--- config.mk ---
export PLATFORM = sky130hd
export DESIGN_NAME = tsrb_bank
export DESIGN_NICKNAME = d
export VERILOG_FILES = /design/src/rtl/tsrb_pkg.sv /design/src/rtl/tsrb_bank.sv
export SDC_FILE = /design/constraint.sdc
export NUM_CORES = 2
export LEC_CHECK = 0
export ABC_AREA = 1
export CORE_MARGIN = 4
export CORE_UTILIZATION = 50
export DETAILED_ROUTE_END_ITERATION = 8
export DONT_BUFFER_PORTS = 1
export HOLD_SLACK_MARGIN = 0.03
export SLEW_MARGIN = 20
export SYNTH_ARGS = -nofsm -noshare
export SYNTH_HDL_FRONTEND = slang
export SYNTH_SLANG_ARGS = --single-unit
--- constraint.sdc ---
create_clock -name clk_sys -period 4.4 [get_ports clk_sys]
set_clock_uncertainty 0.2 [all_clocks]
set_input_delay 0.44 -clock clk_sys [delete_from_list [all_inputs] [get_ports clk_sys]]
set_output_delay 0.44 -clock clk_sys [all_outputs]
set_load 0.005 [all_outputs]
--- src/rtl/tsrb_pkg.sv ---
// Constants shared by the tile status register bank.
package tsrb_pkg;
  // Register number width seen on the status-register port.
  localparam int NUM_W = 8;
  // Register numbers of the bank.
  localparam logic [7:0] MEMORY_START_WORD = 8'h00;
  localparam logic [7:0] EVENT_VECTOR_HIGH = 8'h01;
  localparam logic [7:0] TILE_CONTROL      = 8'h02;
  localparam logic [7:0] STARTUP_STATE     = 8'h03;
  localparam logic [7:0] MEMORY_CAPACITY   = 8'h0C;
  // Plain storage registers, whose inner fields this bank does not decode.
  localparam int PLAIN_N = 19;
  localparam logic [PLAIN_N-1:0][7:0] PLAIN_NUM = {
    8'h9C, 8'h90, 8'h80, 8'h70, 8'h60, 8'h50, 8'h40, 8'h30, 8'h20, 8'h18,
    8'h16, 8'h15, 8'h14, 8'h13, 8'h12, 8'h11, 8'h10, 8'h06, 8'h05};
  // Ring oscillator count registers, four in a row.
  localparam logic [7:0] OSC_COUNT_FIRST = 8'h07;
  localparam logic [7:0] OSC_COUNT_LAST  = 8'h0A;
  localparam int         OSC_W           = 16;
  // Values after reset.
  localparam logic [31:0] MEM_BASE_RESET = 32'h0004_0000;
  localparam logic [31:0] VEC_BASE_RESET = 32'h0000_0000;
  localparam logic [31:0] CTRL_RESET     = 32'h0000_0000;
  // Writable bit masks; every other bit is reserved and reads zero.
  localparam logic [31:0] MEM_BASE_MASK = 32'hFFFF_FFFC;
  localparam logic [31:0] VEC_BASE_MASK = 32'hFFFC_0000;
  localparam logic [31:0] CTRL_MASK     = 32'h03FF_FF36;
  // Field positions inside the tile control register.
  localparam int TX_DELAY_HI  = 25;
  localparam int TX_DELAY_LO  = 18;
  localparam int TX_DIV_HI    = 17;
  localparam int TX_DIV_LO    = 9;
  localparam int RGMII_EN_BIT = 8;
  localparam int DYN_MODE_BIT = 5;
  localparam int LP_DIV_BIT   = 4;
  localparam int UTMI_SEL_BIT = 2;
  localparam int ULPI_EN_BIT  = 1;
  // Width of the transmit clock divider counter.
  localparam int DIV_W = 9;
  // Half-word split of a jump target.
  localparam int HALF_W = 16;
  // Number of hardware threads watched for the dynamic divider mode.
  localparam int THREADS = 8;
endpackage : tsrb_pkg
--- src/rtl/tsrb_bank.sv ---
// Tile status register bank with tile control outputs and vector target forming.
`timescale 1ns/1ns
module tsrb_bank (
  // Clock and synchronous active-low reset.
  input  wire logic                           clk_sys,
  input  wire logic                           nrst,
  // Status-register port from the processor core.
  input  wire logic                           ps_rd,
  input  wire logic                           ps_wr,
  input  wire logic [tsrb_pkg::NUM_W-1:0]     ps_num,
  input  wire logic [31:0]                    ps_wdata,
  output logic                                ps_ack,
  output logic [31:0]                         ps_rdata,
  // Read-only state supplied by the rest of the tile.
  input  wire logic [31:0]                    startup_state,
  input  wire logic [31:0]                    memory_capacity,
  input  wire logic [4*tsrb_pkg::OSC_W-1:0]   osc_counts,
  // Event and interrupt jump target forming.
  input  wire logic                           ev_take,
  input  wire logic [tsrb_pkg::HALF_W-1:0]    ev_vector,
  output logic                                ev_target_valid,
  output logic [31:0]                         ev_target,
  // Thread state for the dynamic clock divider mode.
  input  wire logic [tsrb_pkg::THREADS-1:0]   thread_active,
  input  wire logic [tsrb_pkg::THREADS-1:0]   thread_paused,
  // Tile control outputs.
  output logic                                rgmii_enable,
  output logic                                rgmii_txc,
  output logic [7:0]                          rgmii_tx_delay,
  output logic                                lp_div_apply,
  output logic                                usb_utmi_sel,
  output logic                                ulpi_enable
);

  // Keeping all state in one struct means a single clocked process owns every
  // flip-flop, so no register can end up with a second driver by accident.
  // Every piece of state of the bank, registered together.
  typedef struct packed {
    logic [31:0]                                mem_base;  // Memory start word.
    logic [31:0]                                vec_base;  // Event vector high half.
    logic [31:0]                                ctrl;      // Tile control.
    logic [tsrb_pkg::PLAIN_N-1:0][31:0]         plain;     // Plain storage.
    logic [tsrb_pkg::DIV_W-1:0]                 div_cnt;   // Transmit clock counter.
    logic                                       txc;       // Transmit clock level.
    logic                                       lp_on;     // Divided clock applied.
    logic                                       ack;       // Access answered.
    logic [31:0]                                rdata;     // Read answer.
    logic                                       tgt_vld;   // Jump target valid.
    logic [31:0]                                tgt;       // Jump target.
  } tsrb_state_s;

  tsrb_state_s st;       // Current state.
  tsrb_state_s next_st;  // Next state.

  // One hit flag per plain storage register.
  logic [tsrb_pkg::PLAIN_N-1:0] plain_hit;

  // Only the first number of each debug range is decoded; the other numbers of
  // a range fall through to the unmapped case and read as zero.
  // Decode of each plain storage register number.
  genvar gi;
  generate
    for (gi = 0; gi < tsrb_pkg::PLAIN_N; gi++) begin : g_plain
      assign plain_hit[gi] = (ps_num == tsrb_pkg::PLAIN_NUM[gi]);
    end
  endgenerate

  // Divider field and its half, taken from the control register.
  logic [tsrb_pkg::DIV_W-1:0] div_val;
  logic [tsrb_pkg::DIV_W-1:0] div_half;
  // Set when every active thread is paused.
  logic                       all_paused;

  // A thread that is not active never blocks the dynamic divider, so a tile
  // with no active threads counts as fully paused.
  // Field extraction and thread test.
  always_comb begin
    div_val    = st.ctrl[tsrb_pkg::TX_DIV_HI:tsrb_pkg::TX_DIV_LO];
    div_half   = div_val >> 1;
    all_paused = ((thread_active & ~thread_paused) == '0);
  end

  // Reads and writes are answered one edge after they are taken. A read and a
  // write in the same cycle store the write and return the value held before it.
  // Next-state logic of the whole bank.
  always_comb begin
    logic [31:0] rd;   // Read value under assembly.
    logic [7:0]  oidx; // Index of an oscillator count register.
    rd      = 32'h0000_0000;
    oidx    = 8'h00;
    next_st = st;
    next_st.ack     = ps_rd | ps_wr;
    next_st.tgt_vld = ev_take;
    // Writes keep only the writable bits of each register.
    if (ps_wr) begin
      if (ps_num == tsrb_pkg::MEMORY_START_WORD) begin
        next_st.mem_base = ps_wdata & tsrb_pkg::MEM_BASE_MASK;
      end
      if (ps_num == tsrb_pkg::EVENT_VECTOR_HIGH) begin
        next_st.vec_base = ps_wdata & tsrb_pkg::VEC_BASE_MASK;
      end
      if (ps_num == tsrb_pkg::TILE_CONTROL) begin
        next_st.ctrl = ps_wdata & tsrb_pkg::CTRL_MASK;
      end
      for (int i = 0; i < tsrb_pkg::PLAIN_N; i++) begin
        if (plain_hit[i]) begin
          next_st.plain[i] = ps_wdata;
        end
      end
    end
    // The multiplexer looks at the number alone; the answer is gated by the read
    // strobe below so that idle cycles return zero.
    // Read multiplexer; unmapped numbers read as zero.
    case (ps_num)
      tsrb_pkg::MEMORY_START_WORD: begin
        rd = st.mem_base;
      end
      tsrb_pkg::EVENT_VECTOR_HIGH: begin
        rd = st.vec_base;
      end
      tsrb_pkg::TILE_CONTROL: begin
        rd = st.ctrl;
      end
      tsrb_pkg::STARTUP_STATE: begin
        rd = startup_state;
      end
      tsrb_pkg::MEMORY_CAPACITY: begin
        rd = memory_capacity & tsrb_pkg::MEM_BASE_MASK;
      end
      default: begin
        // Oscillator counts occupy four numbers in a row.
        if (ps_num >= tsrb_pkg::OSC_COUNT_FIRST && ps_num <= tsrb_pkg::OSC_COUNT_LAST) begin
          oidx = ps_num - tsrb_pkg::OSC_COUNT_FIRST;
          rd   = {16'h0000, osc_counts[oidx[1:0]*tsrb_pkg::OSC_W +: tsrb_pkg::OSC_W]};
        end
        for (int i = 0; i < tsrb_pkg::PLAIN_N; i++) begin
          if (plain_hit[i]) begin
            rd = st.plain[i];
          end
        end
      end
    endcase
    // The answer carries the contents only for a read.
    next_st.rdata = ps_rd ? rd : 32'h0000_0000;
    // Jump target: high half from the vector base, low half from the event.
    if (ev_take) begin
      next_st.tgt = {st.vec_base[31:tsrb_pkg::HALF_W], ev_vector};
    end
    // The counter runs from zero up to the divider value, so the clock period is
    // the divider value plus one cycles; a divider below the counter restarts it.
    // Transmit clock counter; it restarts after reaching the divider.
    if (!st.ctrl[tsrb_pkg::RGMII_EN_BIT]) begin
      next_st.div_cnt = '0;
      next_st.txc     = 1'b0;
    end else begin
      if (st.div_cnt >= div_val) begin
        next_st.div_cnt = '0;
      end else begin
        next_st.div_cnt = st.div_cnt + 1'b1;
      end
      // A zero divider makes rise and fall coincide, so the clock toggles.
      if (st.div_cnt == div_val && st.div_cnt == div_half) begin
        next_st.txc = ~st.txc;
      end else if (st.div_cnt == div_val) begin
        next_st.txc = 1'b1;
      end else if (st.div_cnt == div_half) begin
        next_st.txc = 1'b0;
      end
    end
    // Low-power divider: static mode always, dynamic mode while all paused.
    if (!st.ctrl[tsrb_pkg::LP_DIV_BIT]) begin
      next_st.lp_on = 1'b0;
    end else if (st.ctrl[tsrb_pkg::DYN_MODE_BIT]) begin
      next_st.lp_on = all_paused;
    end else begin
      next_st.lp_on = 1'b1;
    end
  end

  // Only the three decoded registers have documented reset values; the plain
  // storage, counter and answer flops all clear to zero as well.
  // State register with synchronous reset.
  always_ff @(posedge clk_sys) begin
    if (!nrst) begin
      st          <= '0;
      st.mem_base <= tsrb_pkg::MEM_BASE_RESET;
      st.vec_base <= tsrb_pkg::VEC_BASE_RESET;
      st.ctrl     <= tsrb_pkg::CTRL_RESET;
    end else begin
      st <= next_st;
    end
  end

  // Each output is a flip-flop or a slice of one, so no decode glitch reaches
  // the pins that leave the bank.
  // Outputs taken straight from state flip-flops.
  assign ps_ack          = st.ack;
  assign ps_rdata        = st.rdata;
  assign ev_target_valid = st.tgt_vld;
  assign ev_target       = st.tgt;
  assign rgmii_enable    = st.ctrl[tsrb_pkg::RGMII_EN_BIT];
  assign rgmii_txc       = st.txc;
  assign rgmii_tx_delay  = st.ctrl[tsrb_pkg::TX_DELAY_HI:tsrb_pkg::TX_DELAY_LO];
  assign lp_div_apply    = st.lp_on;
  assign usb_utmi_sel    = st.ctrl[tsrb_pkg::UTMI_SEL_BIT];
  assign ulpi_enable     = st.ctrl[tsrb_pkg::ULPI_EN_BIT];
endmodule : tsrb_bank

* Yosys cells after proc, flatten, opt, wreduce, memory -nomap -nowiden
Index checks and enable logic that the tools add are counted.
** Storage, ports and cells
- Logic and storage cells :: 122
- Register bits after elaboration :: 749
- Bits of input ports :: 205
- Output and inout port bits :: 79
** Cells by class
- Bitwise logic cells :: 6
- Equal/unequal tests :: 25
- Shift operators :: 1
- Magnitude comparators :: 3
- Add/subtract/negate cells :: 2
- Reductions and logical operators :: 31
- Multiplexer cells :: 25
** Operators by type and width (count)
- 2-to-1 mux 32 bit :: 19
- one-hot mux 32 bit (5 select lines) :: 1
- == test 8 x 5 -> 1 bit, second input constant :: 8
- variable part select 64 x 7 -> 16 bit :: 1
- AND reduction 2 bit :: 25
- == test 8 x 7 -> 1 bit, second input constant :: 4
- == test 8 bit, second input constant :: 3
- == test 8 x 2 -> 1 bit, second input constant :: 2
- == test 8 x 3 -> 1 bit, second input constant :: 2
- == test 8 x 6 -> 1 bit, second input constant :: 2
- logical NOT 8 bit :: 2
- 2-to-1 mux 16 bit :: 1
- adder 9 x 1 -> 9 bit, second input constant :: 1
- == test 9 x 8 -> 1 bit :: 1
- == test 9 bit :: 1
- >= comparator 9 bit :: 1
- bitwise AND 8 bit :: 1
- == test 8 x 1 -> 1 bit, second input constant :: 1
- == test 8 x 4 -> 1 bit, second input constant :: 1
- >= comparator 8 x 3 -> 1 bit, second input constant :: 1
- <= comparator 8 x 4 -> 1 bit, second input constant :: 1
- inverter 8 bit :: 1
- 2-to-1 mux 1 bit :: 4
- inverter 1 bit :: 3
- 5 further kinds :: 6

* Longest topological paths before layout
- Word-level depth :: 23
- Depth in mapped cells :: 26
- Depth with buffers taken out :: 25

* Least setup slack after synthesis
No wires, ideal clock.
- Path kind :: input -> register
- Start :: input ps_num[0] (netlist name)
- End :: register st, in the netlist ps_rdata[0]
- Path buffers :: 3
- Arrival time :: 2.621 ns
- Setup slack :: 1.452 ns
- Setup time :: 0.127 ns
- Required time :: 4.073 ns
- Stages on the path :: 23
- Cell sequence :: buf_2 -> inv_1 -> buf_2 -> ha_1 -> nand3_4 -> nor2_4 -> inv_2 -> buf_6 -> or2_0 -> nand2_1 -> nand2_1 -> nand3_1 -> nand3_1 -> nand2_1 -> nand3_1 -> nand3_1 -> nand4_1 -> nor2_1 -> nand4_1 -> nor2_1 -> nand4_1 -> nor2_1 -> nor2_1
** Between the ends
- Longest elaborated chain between the ends :: 23
- Elaborated cells on any way between the ends :: 50
- Classes of those cells :: 1 x add/sub; 2 x order compare; 23 x eq/ne; 1 x shift; 21 x mux; 2 x reduce/logical
** Ends and longest elaborated chain
- from (decl) :: RTL line tsrb_bank.sv:10 : input wire logic [tsrb_pkg::NUM_W-1:0] ps_num,
- subtractor 2 bit, or another cell as far along :: RTL line tsrb_bank.sv:133 : oidx = ps_num - tsrb_pkg::OSC_COUNT_FIRST;
- variable part select 64 x 7 -> 16 bit / logical AND 1 bit (equally long branches) :: RTL line tsrb_bank.sv:134, tsrb_bank.sv:132
- 2-to-1 mux 16 bit :: RTL line tsrb_bank.sv:132 : if (ps_num >= tsrb_pkg::OSC_COUNT_FIRST && ps_num <= tsrb_pkg::OSC_COUNT_LAST) begin
- 2-to-1 mux 32 bit (19 in series) :: RTL line tsrb_bank.sv:137 : if (plain_hit[i]) begin
- one-hot mux 32 bit (5 select lines) * :: RTL line tsrb_bank.sv:114 : case (ps_num)
- to (signal assigned) :: RTL line tsrb_bank.sv:190 : st <= next_st;
- to (decl) :: RTL line tsrb_bank.sv:52 : tsrb_state_s st;
Every way passes the cells marked *; elsewhere a longest branch is shown, timed or not.
A chain may end at the register's enable or synchronous reset.

* Final worst setup path
- Start :: input ps_num[0] (netlist name)
- End :: register st, in the netlist ps_rdata[5]
The elaborated chain is that of the path after synthesis.

==> flow_summary.html <==
<table>
<tr><th>Metric</th><th>Value</th></tr>
<tr><th colspan="2">Setup path</th></tr>
<tr><td>Highest fanout seen on the critical path</td><td>45</td></tr>
<tr><td>Crit end category</td><td>flip-flop</td></tr>
<tr><td>Required arrival time at the worst endpoint</td><td>4.69 ns</td></tr>
<tr><td>Crit path buf inv count</td><td>2</td></tr>
<tr><td>Slowest stage cell, crit path</td><td>sky130_fd_sc_hd__nand4_1</td></tr>
<tr><td>Critical Path Max Stage Delay</td><td>0.31 ns</td></tr>
<tr><td>Worst Path Arrival</td><td>3.63 ns</td></tr>
<tr><td>CP Cell Sequence</td><td>inv_1 &gt; ha_1 &gt; nand3_4 &gt; nor2_4 &gt; inv_2 &gt; or2_0 &gt; nand2_1 &gt; nand3_1 &gt; nand3_1 &gt; nand2_1 &gt; nand2_1 &gt; nand2_1 &gt; nand3_1 &gt; nand4_1 &gt; nor2_1 &gt; nand4_1 &gt; nor2_1 &gt; nand4_1 &gt; nor2_1 &gt; nor2_1</td></tr>
<tr><td>Element type at the critical path start</td><td>input pin</td></tr>
<tr><td>Largest delay contributor family on the critical path</td><td>simple AND/OR/NAND/NOR gates</td></tr>
<tr><td>Worst setup path category</td><td>in2reg</td></tr>
<tr><th colspan="2">Clock network</th></tr>
<tr><td>Buffer type at the clock tree root</td><td>sky130_fd_sc_hd__clkbuf_16</td></tr>
<tr><td>H-tree depth</td><td>3</td></tr>
<tr><td>Clock tree from TritonCTS</td><td>yes</td></tr>
<tr><td>Clock latency reported for the late side of the worst-skew pair</td><td>0.63 ns</td></tr>
<tr><td>Worst-case clock buffer depth</td><td>3</td></tr>
<tr><td>Clock tree sinks</td><td>749</td></tr>
<tr><td>Cts bufs inserted</td><td>81</td></tr>
<tr><td>Clock-pin slew on the worst setup and hold paths</td><td>0.06 ns</td></tr>
<tr><th colspan="2">Power</th></tr>
<tr><td>Leak</td><td>13.9 nW</td></tr>
<tr><td>Clock network fraction of total power</td><td>47.9%</td></tr>
<tr><td>Switching share of power</td><td>23.4%</td></tr>
<tr><td>Sequential share of power</td><td>47.0%</td></tr>
<tr><td>Cell-internal power</td><td>11.1 mW</td></tr>
<tr><td>Maximum VDD drop</td><td>0.260 mV</td></tr>
<tr><td>Net switching power of the design</td><td>3.40 mW</td></tr>
<tr><td>Power density relative to cell area</td><td>372 mW/mm2</td></tr>
<tr><td>Overall power after layout</td><td>14.5 mW</td></tr>
<tr><td>Power share of the combinational group</td><td>5.0%</td></tr>
<tr><th colspan="2">Placement</th></tr>
<tr><td>HPWL reported at the end of detailed placement</td><td>78.2 mm</td></tr>
<tr><td>RePlAce Congestion</td><td>0.886</td></tr>
<tr><td>Post-placement setup slack</td><td>0.504 ns</td></tr>
<tr><td>Number of buffer cells added on primary ports</td><td>0</td></tr>
<tr><th colspan="2">Layout</th></tr>
<tr><td>Total Nets Final</td><td>5005</td></tr>
<tr><td>Combined flip-flop and latch cell area</td><td>0.0150 mm2</td></tr>
<tr><td>Filler cell count in the final layout</td><td>6423</td></tr>
<tr><td>Area occupied by multi-input gates</td><td>0.0150 mm2</td></tr>
<tr><td>Area Overhead vs Synth</td><td>16.4%</td></tr>
<tr><td>Share of post-route cells with drive strength above 1</td><td>5.84%</td></tr>
<tr><th colspan="2">Synthesis</th></tr>
<tr><td>Distinct cell type count of the synthesized netlist</td><td>41</td></tr>
<tr><td>Xor/xnor cell area share of the yosys netlist</td><td>0.157%</td></tr>
<tr><td>Synthesized instance count</td><td>4785</td></tr>
<tr><td>Cell with the most instances after synthesis</td><td>sky130_fd_sc_hd__nand2_1</td></tr>
<tr><td>Synthesized flop and latch total</td><td>749</td></tr>
<tr><td>Adder-cell share of the synthesized area</td><td>0.523%</td></tr>
<tr><td>Mean instance size in the synthesized netlist</td><td>7.00 um2</td></tr>
<tr><td>Top area cells in the synthesized netlist</td><td>sky130_fd_sc_hd__dfxtp_1 45%, sky130_fd_sc_hd__nand2_1 11%, sky130_fd_sc_hd__a21oi_1 11%</td></tr>
<tr><td>Leading post-synthesis cells by instance count</td><td>1004 x sky130_fd_sc_hd__nand2_1, 749 x sky130_fd_sc_hd__dfxtp_1, 721 x sky130_fd_sc_hd__a21oi_1, 497 x sky130_fd_sc_hd__o21ai_0, 439 x sky130_fd_sc_hd__nand3_1</td></tr>
<tr><td>Most frequently used flop master after synthesis</td><td>sky130_fd_sc_hd__dfxtp_1</td></tr>
<tr><td>Leading area contributor after synthesis</td><td>sky130_fd_sc_hd__dfxtp_1</td></tr>
<tr><td>Post-synth top area share</td><td>44.7%</td></tr>
<tr><td>Simple logic cell fraction of the synthesized area</td><td>23.3%</td></tr>
<tr><td>Proportion of synthesized flip-flops having asynchronous set or reset</td><td>0%</td></tr>
<tr><td>Multiplexer area fraction after synthesis</td><td>0%</td></tr>
<tr><td>Main combinational cell family by area after synthesis</td><td>simple AND/OR/NAND/NOR gates</td></tr>
<tr><td>Register area share after synthesis</td><td>44.7%</td></tr>
<tr><td>Total number of yosys warnings</td><td>0</td></tr>
<tr><td>Post-Syn Area</td><td>0.0335 mm2</td></tr>
<tr><td>Number of enable flip-flop cells after synthesis</td><td>0</td></tr>
<tr><td>Share of the synthesized area in compound gates (AO/OA/AOI/OAI)</td><td>20.4%</td></tr>
<tr><th colspan="2">Floorplan</th></tr>
<tr><td>Num rows</td><td>94</td></tr>
<tr><td>Initial Utilization</td><td>50.7%</td></tr>
<tr><td>Top-level port count</td><td>284</td></tr>
<tr><td>Die Ht</td><td>267 um</td></tr>
<tr><td>Core area</td><td>0.0661 mm2</td></tr>
<tr><td>Die Span X</td><td>267 um</td></tr>
<tr><td>Die Footprint</td><td>0.0712 mm2</td></tr>
<tr><th colspan="2">STA</th></tr>
<tr><td>Final min period</td><td>3.34 ns</td></tr>
<tr><td>Final hold violations</td><td>0</td></tr>
<tr><td>Setup repair after global routing missed its margin</td><td>no</td></tr>
<tr><td>Post-route setup slack</td><td>1.06 ns</td></tr>
<tr><td>Transition time of the tightest slew-check pin</td><td>1.33 ns</td></tr>
<tr><td>Max_slew headroom</td><td>11.2%</td></tr>
<tr><td>Part of the cycle the worst path needs</td><td>75.9%</td></tr>
<tr><td>Final setup violation count</td><td>0</td></tr>
<tr><td>Fmax</td><td>0.299 GHz</td></tr>
<tr><td>Final Max Slew Viols</td><td>0</td></tr>
<tr><td>Setup total negative slack</td><td>0 ns</td></tr>
<tr><th colspan="2">Global routing</th></tr>
<tr><td>Number of global-route vias before repair</td><td>29600</td></tr>
<tr><td>Aggregate global routing overflow</td><td>0</td></tr>
<tr><td>Antenna violations before repair</td><td>17</td></tr>
<tr><td>Total routing usage reported by global routing</td><td>34.2%</td></tr>
<tr><td>Wire length of the first global-routing pass</td><td>187 mm</td></tr>
<tr><td>Largest net degree at the start of global routing</td><td>319</td></tr>
<tr><th colspan="2">Route</th></tr>
<tr><td>Routed len/inst</td><td>22.0 um</td></tr>
<tr><td>Overall via count from detail_route</td><td>33000</td></tr>
<tr><td>Initial DRT Pass Iterations</td><td>6</td></tr>
<tr><td>Vias per cell</td><td>5.75</td></tr>
<tr><td>DRC errors left</td><td>0</td></tr>
<tr><td>First DRT Iteration DRCs</td><td>4048</td></tr>
<tr><td>Post-route ant nets</td><td>0</td></tr>
<tr><td>Final wirelength</td><td>126 mm</td></tr>
<tr><th colspan="2">Outcome</th></tr>
<tr><td>Status</td><td>finished clean</td></tr>
<tr><th colspan="2">Job</th></tr>
<tr><td>Total of max-cap violations</td><td>0</td></tr>
<tr><th colspan="2">Min path</th></tr>
<tr><td>Path category of the worst min-delay check</td><td>in2reg</td></tr>
</table>
power by group through the flow:
stage | Combinational (mW) | Sequential, mW | Clock, mW
after floorplan | 0.397 | 6.97 | 0
after global placement | 0.400 | 6.98 | 0
after detailed placement | 0.402 | 6.98 | 0
after CTS | 0.712 | 6.83 | 7.00
after global routing | 0.774 | 6.83 | 7.29
final | 0.733 | 6.83 | 6.96
worst paths after layout:
check	startpoint	end	slack (ns)	depth (start not counted)
setup reg to reg	st[93]$_SDFFE_PN0P_	ps_rdata[16]$_SDFF_PN0_	1.50	14
hold / removal	memory_capacity[26]	ps_rdata[26]$_SDFF_PN0_	0.05	5
setup / recovery	ps_num[0]	ps_rdata[5]$_SDFF_PN0_	1.06	20
hold reg to reg	st[259]$_SDFFE_PN0P_	st[259]$_SDFFE_PN0P_	0.24	2
kinds of logic (layout without fill, tap and decap cells):
group | after synthesis | after routing
and+or+nand+nor | 1826 | 1826
AOI/OAI and AO/OA | 1312 | 1312
buffers and inverters | 877 | 937
DFF | 749 | 749
adders and majority gates | 14 | 14
xor gates and xnor gates | 6 | 6
other | 1 | 29
area by class of cell:
| class | count | share of cell area (%) |
|---|---|---|
| inverters | 424 | 4.10 |
| diodes | 27 | 0.173 |
| flip-flops and latches | 749 | 38.4 |
| clock inverters | 17 | 0.558 |
| well taps | 864 | 2.77 |
| clock buffers | 126 | 6.28 |
| repair buffers | 370 | 9.25 |
| multi-input cells | 3160 | 38.4 |
cells in the final DEF (no fill, tap or decap), types with 4 or more instances in the layout:
| cell type | instances |
|---|---|
| sky130_fd_sc_hd__a22o_1 | 19 |
| sky130_fd_sc_hd__nor2_4 | 13 |
| sky130_fd_sc_hd__a21oi_1 | 721 |
| sky130_fd_sc_hd__o21ai_0 | 497 |
| sky130_fd_sc_hd__clkbuf_1 | 24 |
| sky130_fd_sc_hd__a211oi_1 | 6 |
| sky130_fd_sc_hd__bufinv_16 | 5 |
| sky130_fd_sc_hd__o2111ai_1 | 6 |
| sky130_fd_sc_hd__diode_2 | 27 |
| sky130_fd_sc_hd__nor3_2 | 4 |
| sky130_fd_sc_hd__buf_4 | 95 |
| sky130_fd_sc_hd__o21bai_1 | 5 |
| sky130_fd_sc_hd__inv_1 | 412 |
| sky130_fd_sc_hd__clkbuf_8 | 17 |
| sky130_fd_sc_hd__or2_2 | 21 |
| sky130_fd_sc_hd__or2_0 | 8 |
| sky130_fd_sc_hd__dfxtp_1 | 749 |
| sky130_fd_sc_hd__buf_12 | 9 |
| sky130_fd_sc_hd__a221oi_1 | 17 |
| sky130_fd_sc_hd__inv_2 | 6 |
| sky130_fd_sc_hd__nand2_1 | 1004 |
| sky130_fd_sc_hd__clkinv_2 | 10 |
| sky130_fd_sc_hd__o211ai_1 | 29 |
| sky130_fd_sc_hd__nand3_1 | 439 |
| sky130_fd_sc_hd__nor2_1 | 221 |
| sky130_fd_sc_hd__nor2_2 | 8 |
| sky130_fd_sc_hd__nand4_1 | 92 |
| sky130_fd_sc_hd__ha_1 | 14 |
| sky130_fd_sc_hd__o22ai_1 | 7 |
| sky130_fd_sc_hd__xor2_1 | 4 |
| sky130_fd_sc_hd__dlygate4sd3_1 | 263 |
| sky130_fd_sc_hd__clkinv_1 | 5 |
| sky130_fd_sc_hd__clkbuf_16 | 85 |
| sky130_fd_sc_hd__nor3_1 | 7 |
routing by layer:
metal	vias to the layer above	wire [um]	part of all wire (%)	global-route usage, %
met4	2	5070	4.0	14.4
met1	15600	53100	42	47.5
li1	15700	-	-	-
met3	238	10200	8.1	4.58
met2	1394	58000	46	53.7
met5	-	13	0.010	0
per-stage QoR:
stage | utilization (%) | hold WS [ns] | cell area, um2 | cells
after floorplan | - | 0.217 | 33500 | 4786
after global placement | 50.7 | 0.230 | 33500 | 5299
after detailed placement | 50.7 | 0.234 | 33500 | 5299
after CTS | 58.9 | 0.0356 | 38900 | 5709
after global routing | 59.0 | 0.0520 | 39000 | 5731
final | 59.0 | 0.0480 | 39000 | 5737
worst register-to-register path: stages (launching register included):
cell                       delay [ns]
sky130_fd_sc_hd__dfxtp_1         0.32
sky130_fd_sc_hd__nand3_1         0.08
sky130_fd_sc_hd__o211ai_1        0.24
sky130_fd_sc_hd__nand2_1         0.13
sky130_fd_sc_hd__o21ai_0         0.16
sky130_fd_sc_hd__o21bai_1        0.28
sky130_fd_sc_hd__nand4_1         0.12
sky130_fd_sc_hd__nand3_1         0.15
sky130_fd_sc_hd__nand4_1         0.12
sky130_fd_sc_hd__nor2_1          0.17
sky130_fd_sc_hd__nand4_1         0.12
sky130_fd_sc_hd__nor2_1          0.18
sky130_fd_sc_hd__nand4_1         0.29
sky130_fd_sc_hd__nor2_1          0.17
sky130_fd_sc_hd__nor2_1          0.05
flip-flops by register name, summed over array words and instances, names as in the netlist:
name,flops
div_half,8
div_val,1
ev_target,30
ev_target_valid,1
lp_div_apply,1
ps_ack,1
ps_rdata,32
rgmii_enable,1
rgmii_tx_delay,8
rgmii_txc,1
st,663
ulpi_enable,1
usb_utmi_sel,1
timing repair:
item                      CTS  global route
gates resized for setup     0             0
hold buffers              267             0
setup buffers               0             0
hold endpoints to repair  728             0
(Power assumes the default switching activity.)
